--- config.mk ---
export PLATFORM = sky130hd
export DESIGN_NAME = sflash_regs
export DESIGN_NICKNAME = d
export VERILOG_FILES = /design/src/sflash_pkg.sv /design/src/sflash_regs.sv /design/src/sflash_sync3.sv /design/src/sflash_write_timer.sv
export SDC_FILE = /design/constraint.sdc
export NUM_CORES = 1
export LEC_CHECK = 0
export BUFFER_PORTS_ARGS = -buffer_cell sky130_fd_sc_hd__buf_2
export CAP_MARGIN = 20
export CORE_ASPECT_RATIO = 0.5
export CORE_MARGIN = 2
export CORE_UTILIZATION = 55
export DETAILED_ROUTE_END_ITERATION = 6
export PLACE_DENSITY = 0.78
export SLEW_MARGIN = 25
export SYNTH_ARGS = -nofsm -noshare
export SYNTH_HDL_FRONTEND = slang
export SYNTH_SLANG_ARGS = --single-unit
--- constraint.sdc ---
create_clock -name clk -period 2.45 [get_ports clk]
set_clock_uncertainty 0.1 [all_clocks]
set_input_delay 0.49 -clock clk [delete_from_list [all_inputs] [get_ports clk]]
set_output_delay 0.49 -clock clk [all_outputs]
set_load 0.1 [all_outputs]
--- src/sflash_pkg.sv ---
// Constants, field layout and state encoding of the flash status/setup register logic.
// Assumes a single 10 MHz core clock; the serial link is sampled, not clocked.
//
// Summary of operation
// - Write-regs updates lock, four-lane and protect bits, never latch or active flags.
// - Pin lock mode refuses write-regs; register contents stay unchanged.
// - Select must rise after exactly 8 or 16 data bits, else no write.
// - Self-timed write cycle starts when select rises on a valid boundary.
// - Active flag is 1 during the cycle; at its end active and latch clear.
// - Status register stays readable while a write cycle runs.
// - Lock bit 0: latch may be set, lock and protect bits writable.
// - Lock bit 1 and lock pin high: latch settable, bits still writable.
// - Lock bit 1 and lock pin low: every register write is rejected.
// - Pin lock mode is lock bit 1 with lock pin low, either order.
// - Pin lock mode ends only when the lock pin goes high or four-lane command mode or four-lane enable turns on.
// - Four-lane command mode or four-lane enable disables pin lock mode.
// - Program/erase aimed at the protected area is refused in both modes.
// - Origin bit, setup bit3, one-time programmable; 0 top, 1 bottom. Here reset clears it.
// - Drive level bits 2..0 volatile, default 111; codes 000 and 100 reserved.
// - Wait select bit7 picks quad read dummy count: 1 gives 8, 0 gives 6.
// - Lock bit and protect bits default to 0, whole array unprotected.
// - Four-lane enable 0 keeps the lock pin function active unless four-lane command mode is on.

package sflash_pkg;

	// ------------------------------------------------------------
	// Command opcodes
	// ------------------------------------------------------------
	localparam logic [7:0] OP_WRITE_REGS = 8'h01;
	localparam logic [7:0] OP_LATCH_CLR = 8'h04;
	localparam logic [7:0] OP_READ_STATE = 8'h05;
	localparam logic [7:0] OP_LATCH_SET = 8'h06;
	localparam logic [7:0] OP_READ_SETUP = 8'h15;

	// ------------------------------------------------------------
	// Field positions
	// ------------------------------------------------------------
	localparam int LOCK_POS = 7;
	localparam int FOUR_LANE_POS = 6;
	localparam int PROTECT_MSB = 5;
	localparam int PROTECT_LSB = 2;
	localparam int LATCH_POS = 1;
	localparam int ACTIVE_POS = 0;
	localparam int WAIT_SEL_POS = 7;
	localparam int ORIGIN_POS = 3;
	localparam int DRIVE_MSB = 2;
	localparam int DRIVE_LSB = 0;

	// ------------------------------------------------------------
	// Reset values and encodings
	// ------------------------------------------------------------
	localparam logic [3:0] PROTECT_RESET = 4'h0;
	localparam logic LOCK_RESET = 1'b0;
	localparam logic FOUR_LANE_RESET = 1'b0;
	localparam logic ORIGIN_RESET = 1'b0;
	localparam logic WAIT_SEL_RESET = 1'b0;
	localparam logic [2:0] DRIVE_RESET = 3'h7;
	localparam logic [2:0] DRIVE_RSVD_A = 3'h0;
	localparam logic [2:0] DRIVE_RSVD_B = 3'h4;
	localparam logic [3:0] DUMMY_LONG = 4'h8;
	localparam logic [3:0] DUMMY_SHORT = 4'h6;
	localparam logic [4:0] FRAME_SHORT = 5'h08;
	localparam logic [4:0] FRAME_LONG = 5'h10;
	localparam logic [4:0] FRAME_SAT = 5'h11;

	// ------------------------------------------------------------
	// Timing
	// ------------------------------------------------------------
	localparam int CLK_MHZ = 10;
	localparam int REG_WRITE_TIME_US = 40;
	localparam logic [15:0] REG_WRITE_CYCLES = 16'(REG_WRITE_TIME_US * CLK_MHZ);

	// ------------------------------------------------------------
	// Link frame states, Gray along idle-cmd-data
	// ------------------------------------------------------------
	typedef enum logic [1:0] {
		ST_IDLE = 2'h0,
		ST_CMD = 2'h1,
		ST_DATA = 2'h3,
		ST_OUT = 2'h2
	} link_state_e;

endpackage : sflash_pkg

--- src/sflash_regs.sv ---
// Status and setup register logic of a serial flash, single-lane command path.
// Assumes a host drives select, serial clock and data in clock mode 0; the
// array program/erase engine and protected-area map sit outside.
`timescale 1ns/10ps
module sflash_regs
	import sflash_pkg::*;
(
	input wire logic clk,
	input wire logic rstn,
	input wire logic cs_n,
	input wire logic sclk,
	input wire logic si,
	output logic so,
	output logic so_oe,
	input wire logic lock_pin_n,
	input wire logic four_lane_cmd_mode,
	input wire logic pe_req,
	input wire logic pe_hits_area,
	output logic pe_accept,
	output logic pe_refuse,
	output logic [7:0] device_state_flags,
	output logic [7:0] device_setup_flags,
	output logic pin_lock_mode,
	output logic soft_lock_mode,
	output logic [3:0] quad_io_read_dummy,
	output logic lock_pin_active
);

	// ------------------------------------------------------------
	// Pin synchronisers
	// ------------------------------------------------------------
	logic cs_n_s;
	logic sclk_s;
	logic si_s;
	logic lock_pin_n_s;

	sflash_sync3 #(.RESET_VAL(1'b1)) u_sync_cs (
		.clk(clk),
		.rstn(rstn),
		.d(cs_n),
		.q(cs_n_s)
	);

	sflash_sync3 #(.RESET_VAL(1'b0)) u_sync_sclk (
		.clk(clk),
		.rstn(rstn),
		.d(sclk),
		.q(sclk_s)
	);

	sflash_sync3 #(.RESET_VAL(1'b0)) u_sync_si (
		.clk(clk),
		.rstn(rstn),
		.d(si),
		.q(si_s)
	);

	sflash_sync3 #(.RESET_VAL(1'b1)) u_sync_lock (
		.clk(clk),
		.rstn(rstn),
		.d(lock_pin_n),
		.q(lock_pin_n_s)
	);

	// ------------------------------------------------------------
	// Edge detection
	// ------------------------------------------------------------
	logic sclk_prev_q;
	logic cs_prev_q;
	logic sclk_rise;
	logic sclk_fall;
	logic cs_fall;
	logic cs_rise;

	always_ff @(posedge clk or negedge rstn) begin
		if (!rstn) begin
			sclk_prev_q <= 1'b0;
			cs_prev_q <= 1'b1;
		end else begin
			sclk_prev_q <= sclk_s;
			cs_prev_q <= cs_n_s;
		end
	end

	// Clock edges only count inside a frame
	assign sclk_rise = sclk_s && !sclk_prev_q && !cs_n_s;
	assign sclk_fall = !sclk_s && sclk_prev_q && !cs_n_s;
	assign cs_fall = !cs_n_s && cs_prev_q;
	assign cs_rise = cs_n_s && !cs_prev_q;

	// ------------------------------------------------------------
	// Register state
	// ------------------------------------------------------------
	logic lock_bit_q;
	logic four_lane_enable_q;
	logic [3:0] protect_level_q;
	logic write_latch_flag_q;
	logic write_cycle_active;
	logic protect_origin_bit_q;
	logic [2:0] drive_level_bits_q;
	logic wait_count_select_q;

	// ------------------------------------------------------------
	// Decoding helpers
	// ------------------------------------------------------------
	function automatic logic is_read_op(input logic [7:0] op);
		is_read_op = (op == OP_READ_STATE) || (op == OP_READ_SETUP);
	endfunction : is_read_op

	function automatic logic drive_code_ok(input logic [2:0] code);
		drive_code_ok = (code != DRIVE_RSVD_A) && (code != DRIVE_RSVD_B);
	endfunction : drive_code_ok

	// ------------------------------------------------------------
	// Protection modes
	// ------------------------------------------------------------
	logic lock_feature_on;

	// Quad use of the pin takes it away from the lock function
	assign lock_feature_on = !four_lane_enable_q && !four_lane_cmd_mode;
	// Level term: holds in either order and drops only with the pin or feature
	assign pin_lock_mode = lock_feature_on && lock_bit_q && !lock_pin_n_s;
	assign soft_lock_mode = !pin_lock_mode;
	assign lock_pin_active = lock_feature_on;

	// ------------------------------------------------------------
	// Frame decoder
	// ------------------------------------------------------------
	link_state_e st_q;
	logic [2:0] op_cnt_q;
	logic [7:0] op_sh_q;
	logic [7:0] op_q;
	logic [4:0] data_cnt_q;
	logic [15:0] data_sh_q;
	logic [7:0] op_full;

	assign op_full = {op_sh_q[6:0], si_s};

	always_ff @(posedge clk or negedge rstn) begin
		if (!rstn) begin
			st_q <= ST_IDLE;
		end else if (cs_rise || cs_n_s) begin
			st_q <= ST_IDLE;
		end else begin
			case (st_q)
				ST_IDLE: begin
					if (cs_fall) begin
						st_q <= ST_CMD;
					end
				end
				ST_CMD: begin
					if (sclk_rise && op_cnt_q == 3'h7) begin
						st_q <= is_read_op(op_full) ? ST_OUT : ST_DATA;
					end
				end
				ST_DATA: st_q <= ST_DATA;
				ST_OUT: st_q <= ST_OUT;
				default: st_q <= ST_IDLE;
			endcase
		end
	end

	// Opcode capture, MSB first on rising serial clock
	always_ff @(posedge clk or negedge rstn) begin
		if (!rstn) begin
			op_cnt_q <= 3'h0;
			op_sh_q <= 8'h00;
			op_q <= 8'h00;
		end else if (cs_fall) begin
			op_cnt_q <= 3'h0;
			op_q <= 8'h00;
		end else if (st_q == ST_CMD && sclk_rise) begin
			op_sh_q <= op_full;
			op_cnt_q <= op_cnt_q + 3'h1;
			if (op_cnt_q == 3'h7) begin
				op_q <= op_full;
			end
		end
	end

	// Data bits after the opcode; count saturates so long frames stay invalid
	always_ff @(posedge clk or negedge rstn) begin
		if (!rstn) begin
			data_cnt_q <= 5'h00;
			data_sh_q <= 16'h0000;
		end else if (cs_fall) begin
			data_cnt_q <= 5'h00;
		end else if (st_q == ST_DATA && sclk_rise) begin
			data_sh_q <= {data_sh_q[14:0], si_s};
			if (data_cnt_q != FRAME_SAT) begin
				data_cnt_q <= data_cnt_q + 5'h01;
			end
		end
	end

	// ------------------------------------------------------------
	// Command execution at select rise
	// ------------------------------------------------------------
	logic frame_ok;
	logic frame_long;
	logic latch_set_go;
	logic latch_clr_go;
	logic write_regs_go;

	assign frame_long = (data_cnt_q == FRAME_LONG);
	assign frame_ok = (data_cnt_q == FRAME_SHORT) || frame_long;
	assign latch_set_go = cs_rise && st_q == ST_DATA && op_q == OP_LATCH_SET
		&& data_cnt_q == 5'h00 && !write_cycle_active;
	assign latch_clr_go = cs_rise && st_q == ST_DATA && op_q == OP_LATCH_CLR
		&& data_cnt_q == 5'h00 && !write_cycle_active;
	// Refused silently without the latch, in pin lock or while busy
	assign write_regs_go = cs_rise && st_q == ST_DATA && op_q == OP_WRITE_REGS
		&& frame_ok && write_latch_flag_q && !pin_lock_mode
		&& !write_cycle_active;

	// ------------------------------------------------------------
	// Write cycle
	// ------------------------------------------------------------
	logic cycle_done;
	logic timer_busy;
	logic [7:0] pend_state_q;
	logic [7:0] pend_setup_q;
	logic pend_long_q;

	sflash_write_timer u_timer (
		.clk(clk),
		.rstn(rstn),
		.start(write_regs_go),
		.busy(timer_busy),
		.done(cycle_done)
	);

	// Flag spans the commit cycle so it drops with the latch and new fields
	assign write_cycle_active = timer_busy || cycle_done;

	// Data held until the cycle ends so a read sees old values meanwhile
	always_ff @(posedge clk or negedge rstn) begin
		if (!rstn) begin
			pend_state_q <= 8'h00;
			pend_setup_q <= 8'h00;
			pend_long_q <= 1'b0;
		end else if (write_regs_go) begin
			pend_long_q <= frame_long;
			if (frame_long) begin
				pend_state_q <= data_sh_q[15:8];
				pend_setup_q <= data_sh_q[7:0];
			end else begin
				pend_state_q <= data_sh_q[7:0];
			end
		end
	end

	// ------------------------------------------------------------
	// Status fields
	// ------------------------------------------------------------
	always_ff @(posedge clk or negedge rstn) begin
		if (!rstn) begin
			lock_bit_q <= LOCK_RESET;
			four_lane_enable_q <= FOUR_LANE_RESET;
			protect_level_q <= PROTECT_RESET;
		end else if (cycle_done) begin
			lock_bit_q <= pend_state_q[LOCK_POS];
			four_lane_enable_q <= pend_state_q[FOUR_LANE_POS];
			protect_level_q <= pend_state_q[PROTECT_MSB:PROTECT_LSB];
		end
	end

	// Latch and active bits never come from written data
	always_ff @(posedge clk or negedge rstn) begin
		if (!rstn) begin
			write_latch_flag_q <= 1'b0;
		end else if (latch_set_go) begin
			write_latch_flag_q <= 1'b1;
		end else if (latch_clr_go || cycle_done) begin
			write_latch_flag_q <= 1'b0;
		end
	end

	// ------------------------------------------------------------
	// Setup fields
	// ------------------------------------------------------------
	always_ff @(posedge clk or negedge rstn) begin
		if (!rstn) begin
			protect_origin_bit_q <= ORIGIN_RESET;
			drive_level_bits_q <= DRIVE_RESET;
			wait_count_select_q <= WAIT_SEL_RESET;
		end else if (cycle_done && pend_long_q) begin
			// One-time bit: a write can only set it; only reset clears it
			protect_origin_bit_q <= protect_origin_bit_q | pend_setup_q[ORIGIN_POS];
			wait_count_select_q <= pend_setup_q[WAIT_SEL_POS];
			if (drive_code_ok(pend_setup_q[DRIVE_MSB:DRIVE_LSB])) begin
				drive_level_bits_q <= pend_setup_q[DRIVE_MSB:DRIVE_LSB];
			end
		end
	end

	assign quad_io_read_dummy = wait_count_select_q ? DUMMY_LONG : DUMMY_SHORT;

	// ------------------------------------------------------------
	// Register images
	// ------------------------------------------------------------
	logic [7:0] state_img;
	logic [7:0] setup_img;

	always_comb begin
		state_img = 8'h00;
		state_img[LOCK_POS] = lock_bit_q;
		state_img[FOUR_LANE_POS] = four_lane_enable_q;
		state_img[PROTECT_MSB:PROTECT_LSB] = protect_level_q;
		state_img[LATCH_POS] = write_latch_flag_q;
		state_img[ACTIVE_POS] = write_cycle_active;
	end

	always_comb begin
		setup_img = 8'h00;
		setup_img[WAIT_SEL_POS] = wait_count_select_q;
		setup_img[ORIGIN_POS] = protect_origin_bit_q;
		setup_img[DRIVE_MSB:DRIVE_LSB] = drive_level_bits_q;
	end

	always_ff @(posedge clk or negedge rstn) begin
		if (!rstn) begin
			device_state_flags <= 8'h00;
			device_setup_flags <= 8'h00;
		end else begin
			device_state_flags <= state_img;
			device_setup_flags <= setup_img;
		end
	end

	// ------------------------------------------------------------
	// Read-out path
	// ------------------------------------------------------------
	logic [2:0] out_bit_q;
	logic [7:0] read_byte;

	// Live image each bit so polling sees the active flag drop mid-frame
	assign read_byte = (op_q == OP_READ_SETUP) ? setup_img : state_img;

	always_ff @(posedge clk or negedge rstn) begin
		if (!rstn) begin
			out_bit_q <= 3'h0;
			so <= 1'b0;
		end else if (cs_fall) begin
			out_bit_q <= 3'h0;
		end else if (st_q == ST_OUT && sclk_fall) begin
			so <= read_byte[3'h7 - out_bit_q];
			out_bit_q <= out_bit_q + 3'h1;
		end
	end

	assign so_oe = (st_q == ST_OUT);

	// ------------------------------------------------------------
	// Program/erase gate
	// ------------------------------------------------------------
	logic pe_blocked;

	// Area match comes from the external map of level and origin
	assign pe_blocked = pe_hits_area && (protect_level_q != PROTECT_RESET);

	always_ff @(posedge clk or negedge rstn) begin
		if (!rstn) begin
			pe_accept <= 1'b0;
			pe_refuse <= 1'b0;
		end else begin
			pe_accept <= pe_req && write_latch_flag_q && !write_cycle_active && !pe_blocked;
			pe_refuse <= pe_req && !(write_latch_flag_q && !write_cycle_active && !pe_blocked);
		end
	end

endmodule : sflash_regs

--- src/sflash_sync3.sv ---
// Three-stage synchroniser with agreement filter for one pin.
// Assumes the input is asynchronous to clk.
`timescale 1ns/10ps
module sflash_sync3 #(
	parameter logic RESET_VAL = 1'b0
) (
	input wire logic clk,
	input wire logic rstn,
	input wire logic d,
	output logic q
);
	logic s1_q;
	logic s2_q;
	logic s3_q;

	always_ff @(posedge clk or negedge rstn) begin
		if (!rstn) begin
			s1_q <= RESET_VAL;
			s2_q <= RESET_VAL;
			s3_q <= RESET_VAL;
		end else begin
			s1_q <= d;
			s2_q <= s1_q;
			s3_q <= s2_q;
		end
	end

	// Change accepted only once two settled stages agree
	always_ff @(posedge clk or negedge rstn) begin
		if (!rstn) begin
			q <= RESET_VAL;
		end else if (s2_q == s3_q) begin
			q <= s3_q;
		end
	end
endmodule : sflash_sync3

--- src/sflash_write_timer.sv ---
// Self-timed register write cycle counter.
// Assumes start is a one-cycle pulse and is not raised while busy.
`timescale 1ns/10ps
module sflash_write_timer
	import sflash_pkg::*;
(
	input wire logic clk,
	input wire logic rstn,
	input wire logic start,
	output logic busy,
	output logic done
);
	logic [15:0] cnt_q;

	always_ff @(posedge clk or negedge rstn) begin
		if (!rstn) begin
			cnt_q <= 16'h0000;
			busy <= 1'b0;
			done <= 1'b0;
		end else begin
			done <= 1'b0;
			if (start && !busy) begin
				cnt_q <= REG_WRITE_CYCLES - 16'h0001;
				busy <= 1'b1;
			end else if (busy) begin
				if (cnt_q == 16'h0000) begin
					busy <= 1'b0;
					done <= 1'b1;
				end else begin
					cnt_q <= cnt_q - 16'h0001;
				end
			end
		end
	end
endmodule : sflash_write_timer

## Yosys cells after proc, flatten, opt, wreduce, memory -nomap -nowiden

Cells that the tools add are included.
Widths: inputs -> output; s select.

- Input bits: 9
- Register bits after elaboration: 125
- Output and inout bits: 27
- Logic and storage cells: 176

- Eq/ne operators: 21
- Add/subtract/negate cells: 5
- Bitwise logic cells: 2
- Magnitude comparators: 1
- Muxes and demuxes: 31
- Reduce and logical (&&, ||, !) cells: 73

Operators with widths:

| cell | count |
|---|---|
| $mux 16 | 3 |
| $mux 8 | 5 |
| $logic_and 1x1->1 | 35 |
| $eq 8x3->1 const B | 3 |
| $reduce_and 2->1 | 9 |
| $eq 8x5->1 const B | 2 |
| $logic_not 16->1 | 1 |
| $sub 16x1->16 const B | 1 |
| $mux 5 | 3 |
| $reduce_bool 2->1 | 7 |
| $logic_not 1->1 | 12 |
| $mux 3 | 4 |
| $mux 1 | 10 |
| $ne 3x3->1 const B | 3 |
| $eq 8x1->1 const B | 1 |
| $pmux 2 s4 | 1 |
| $add 3x1->3 const B | 2 |
| $mux 2 | 3 |
| $add 5x1->5 const B | 1 |
| $eq 5x4->1 const B | 1 |
| $eq 5x5->1 const B | 1 |
| $logic_not 5->1 | 1 |
| $logic_or 1x1->1 | 5 |
| $ne 5x5->1 const B | 1 |
| 14 further kinds | 18 |

## Depth between registers and ports, before layout

- Word-level depth: 11
- Depth in mapped cells: 8
- Depth with buffers taken out: 7

## Modules after synthesis

A second synthesis with hierarchy kept.

- Cells, all modules: 405
- Area, all modules: 5,127.4 um^2

By module, submodules not included:

| module | area each (um^2) | instances | cells an instance | sequential area each (um^2) |
|---|---|---|---|---|
| sflash_regs | 3,708.6 | 1 | 288 | 2,157.1 |
| sflash_write_timer | 963.4 | 1 | 97 | 450.4 |
| sflash_sync3 at u_sync_cs ... | 116.4 | 2 | 5 | 105.1 |
| sflash_sync3 at u_sync_sclk ... | 111.4 | 2 | 5 | 100.1 |

## Least setup slack after synthesis

OpenSTA, ideal clock, no wires.

- Path type: input port to output port
- Start: input port four_lane_cmd_mode
- End: output port pin_lock_mode
- Stages on the path: 3
- Arrival time: 4,093 ps
- Setup slack: -2,233 ps
- Cell sequence: nor2_1 > nand3b_1 > inv_1

- Word-level cells in the longest chain between the ends: 4

RTL lines:

| what | RTL line | source |
|---|---|---|
| from (decl) | sflash_regs.sv:16 | `input wire logic four_lane_cmd_mode,` |
| $logic_not 1->1 | sflash_regs.sv:120 | `assign lock_feature_on = !four_lane_enable_q && !four_lane_cmd_mode;` |
| $logic_and 1x1->1 | sflash_regs.sv:120 |  |
| $logic_and 1x1->1 (2 in a row) | sflash_regs.sv:122 | `assign pin_lock_mode = lock_feature_on && lock_bit_q && !lock_pin_n_s;` |
| to (decl) | sflash_regs.sv:23 | `output logic pin_lock_mode,` |

No other way between the ends.

## Worst setup path in the final report

- Start: register op_q[3]
- End: register pend_setup_q[1]

- Word-level cells in the longest chain between the ends: 7

RTL lines:

| what | RTL line | source |
|---|---|---|
| from (decl) | sflash_regs.sv:132 | `logic [7:0] op_q;` |
| from (signal assigned) | sflash_regs.sv:176 | `op_q <= op_full;` |
| $eq 8x1->1 | sflash_regs.sv:212 | `assign write_regs_go = cs_rise && st_q == ST_DATA && op_q == OP_WRITE_REGS` |
| $logic_and 1x1->1 | sflash_regs.sv:212 |  |
| $logic_and 1x1->1 (3 in a row) | sflash_regs.sv:213 | `&& frame_ok && write_latch_flag_q && !pin_lock_mode` |
| $logic_and 1x1->1 | sflash_regs.sv:214 | `&& !write_cycle_active;` |
| $reduce_and 2->1 (no source line) | -- |  |
| to (signal assigned) | sflash_regs.sv:246 | `pend_setup_q <= data_sh_q[7:0];` |
| to (decl) | sflash_regs.sv:222 | `logic [7:0] pend_setup_q;` |

No other way between the ends.
A chain may end at the register's enable or synchronous reset.

==> out/summary.txt <==
CTS sink cnt = 120
detailed placer's ending HPWL = 6.33 mm
layout cell share with drive strength beyond 1 = 0.314
f_max = 427 MHz
# IOs = 36
Worst Hold Class = input port to flip-flop
prevailing post-synth register cell = dfrtp_1
post-synthesis mux area share = 0.129
flops & latches, synth = 120
reg2reg path depth = 6
fin crit share = 0.956
antenna-violating nets left = 0
RSZ-0062 raised after global routing = false
core box area = 8800 um2
Hold Path End = u_sync_lock.s1_q
Area Growth Syn to Fin = 19.1%
leakage = 0.00281 uW
Final Hold Viols = 0
R2R Path Start = op_q[3]
DRC viols = 0
global route overflow = 0
Synth area leaders = dfrtp_1, mux2_2, dfstp_2
Slew HR = 0.563
CP Class = flip-flop to flip-flop
Worst Hold Depth = 1
crit-path max cell delay = 570 ps
DR vias/cell = 5.52
first-pass GRT wire length = 16.3 mm
CP max stage cell = or4_4
vias in the first global route = 3259
Syn Area/Cell = 12.7 um2
Worst EP required = 2630 ps
Core Rows = 24
share of the synthesized area in the top cell type = 0.535
Final Wtd Congestion = 0.827
Starting DRT DRC Count = 169
initial antenna violation count = 0
Post-Synth XOR/XNOR Area = 0.0208
critical path's top delay family = simple AND/OR/NAND/NOR gates
final setup margin = 107 ps
Slew Viols, Final = 0
Max VDD drop = 0.624 mV
R2R Setup Slk = 110 ps
adder-cell share of the synthesized area = 0.0277
largest net degree at the start of global routing = 55
Yosys warning total = 0
Clock Root Buffer = clkbuf_16
Nets = 462
WL per Instance = 16.6 um
FF-to-FF End = pend_setup_q[1]
CTS Buf Count = 17
Power Dens Cells = 772 nW/um2
Cells after Synth = 397
Die X-Extent = 140 um
Max-Cap Viols = 0
Final Util = 0.684
compound-gate portion of the synthesized area = 0.0530
Simple-Gate Fraction of Synth Area = 0.143
post-synthesis sequential area ratio = 0.597
Synth area leader = dfrtp_1
Period minus WS final = 2340 ps
total number of H-tree levels = 4
Worst setup SP type = flip-flop
# diodes = 0
die height = 71.8 um
DR pass1 iterations = 4
synth unique cells = 58
worst slew pin tran = 654 ps
aggregate global-route resource usage = 0.214
endpoints failing setup = 0
number of enable flip-flop cells after synthesis = 0
clock latency on the worst-skew pair = 410 ps
status = completed
CP max FO = 6
CTS tree = done
pre-CTS setup slack = 174 ps
largest family of logic cells by synthesized area = simple AND/OR/NAND/NOR gates
crit end category = flip-flop
Hold Crit Start = lock_pin_n
via count = 3172
number of setup buffers added after CTS = 0
Clock Path Buffers = 2
CP Buf/Inv Count = 1
FFs w/ async S/R, synth = 1.00
Initial Util = 0.574
critical path, cell by cell = or4_4, nor4_4, nand4_2, nor2b_1, buf_4, mux2_4
Arrival @ worst endpoint = 2530 ps
port bufs = 31
clock slew at the register clock pins of the worst setup and hold paths = 60 ps
Detailed Route WL = 9.53 mm
Total Die Area = 10000 um2
Mapped Area = 5050 um2
worst max-delay path by stage:
stage                             from         endpoint  depth (start not counted)
floorplan           four_lane_cmd_mode    pin_lock_mode                          3
global placement               op_q[3]  pend_setup_q[7]                          6
detailed placement             op_q[3]  pend_setup_q[1]                          6
CTS                            op_q[3]  pend_setup_q[1]                          6
global route                   op_q[3]  pend_setup_q[1]                          6
finish                         op_q[3]  pend_setup_q[1]                          6
logic make-up (layout without fill, tap and decap cells):
logic type | count (synthesis) | in the layout
buffers and inverters | 31 | 89
AOI/OAI and AO/OA | 39 | 39
muxes | 59 | 59
and+or+nand+nor | 123 | 123
xor gates and xnor gates | 12 | 12
other | 1 | 4
adders and majority gates | 12 | 12
DFF | 120 | 120
registers in the layout, summed over array words and instances, names as in the netlist, 4 cells and up:
register,flops
pend_state_q,6
device_setup_flags,5
data_cnt_q,5
device_state_flags,8
data_sh_q,16
op_sh_q,7
protect_level_q,4
pend_setup_q,5
u_timer.cnt_q,16
op_q,8
metrics by stage:
| stage | instance area, um2 | setup TNS (ps) | cells | hold WS, ps | power, uW |
|---|---|---|---|---|---|
| 2_1_floorplan | 5140 | -16690 | 400 | 94.4 | 2220 |
| 3_3_place_gp | 5440 | 0 | 542 | 232 | 2300 |
| 3_5_place_dp | 5440 | 0 | 542 | 237 | 2310 |
| 4_1_cts | 6020 | 0 | 575 | 73.5 | 4680 |
| 5_1_grt | 6020 | 0 | 575 | 72.6 | 4820 |
| 6_report | 6020 | 0 | 575 | 89.5 | 4640 |
cell usage after synthesis (3+ instances only):
master and number:
a21oi_1 5, a22o_1 7, buf_1 6, buf_4 7, clkbuf_1 6, dfrtp_1 108
dfstp_2 12, ha_1 8, inv_1 11, maj3_1 4, mux2_1 5, mux2_2 33
mux2i_1 20, nand2_1 36, nand2b_1 4, nand3_1 12, nand3b_1 5, nand4_1 3
nor2_1 17, nor2b_1 6, nor3_1 8, nor4bb_1 5, o21ai_0 12, or3_1 3
xnor2_1 8, xor2_1 4
repair_timing:
| item | in CTS | in global routing |
|---|---|---|
| hold buffers | 1 | 0 |
| endpoints found under the hold margin | 31 | 0 |
| gates resized for setup | 0 | 0 |
| endpoints found under the setup margin | 0 | 0 |
layout by cell type, fill, tap and decap left out, types with 5 or more instances in the layout:
master	n
mux2_2	33
inv_1	10
clkbuf_16	17
a22o_1	7
mux2i_1	20
o21ai_1	9
nand2_1	36
buf_2	30
nor2b_1	6
nand3_1	8
ha_1	8
nor2_1	16
a21oi_1	5
dfrtp_1	108
buf_4	14
nand3b_1	5
clkinv_2	5
dfstp_2	12
mux2_4	5
o21ai_0	5
xnor2_1	8
nor3_1	8
report_power, final:
part | switching (uW) | internal (uW)
registers | 50.3 | 2040
logic | 123 | 58.7
clock network | 831 | 1540
total | 1000 | 3640
final cells by class:
type	count	area, um2
Clock buffer	23	468
Multi-Input combinational cell	249	1950
Inverter	11	45.0
Clock inverter	9	100
Fill cell	608	2780
Timing Repair Buffer	46	285
Tap cell	117	146
Sequential cell	120	3020
layer usage:
metal / part of all wire / up-vias / global-route usage / wire length (um)
li1: - / 1486 / - / -
met5: 0 / - / 0 / 0
met4: 0.0091 / 0 / 0.0842 / 87
met2: 0.50 / 49 / 0.343 / 4740
met1: 0.45 / 1630 / 0.286 / 4330
met3: 0.039 / 7 / 0.0541 / 373
Power figures use the tool's default switching activity.
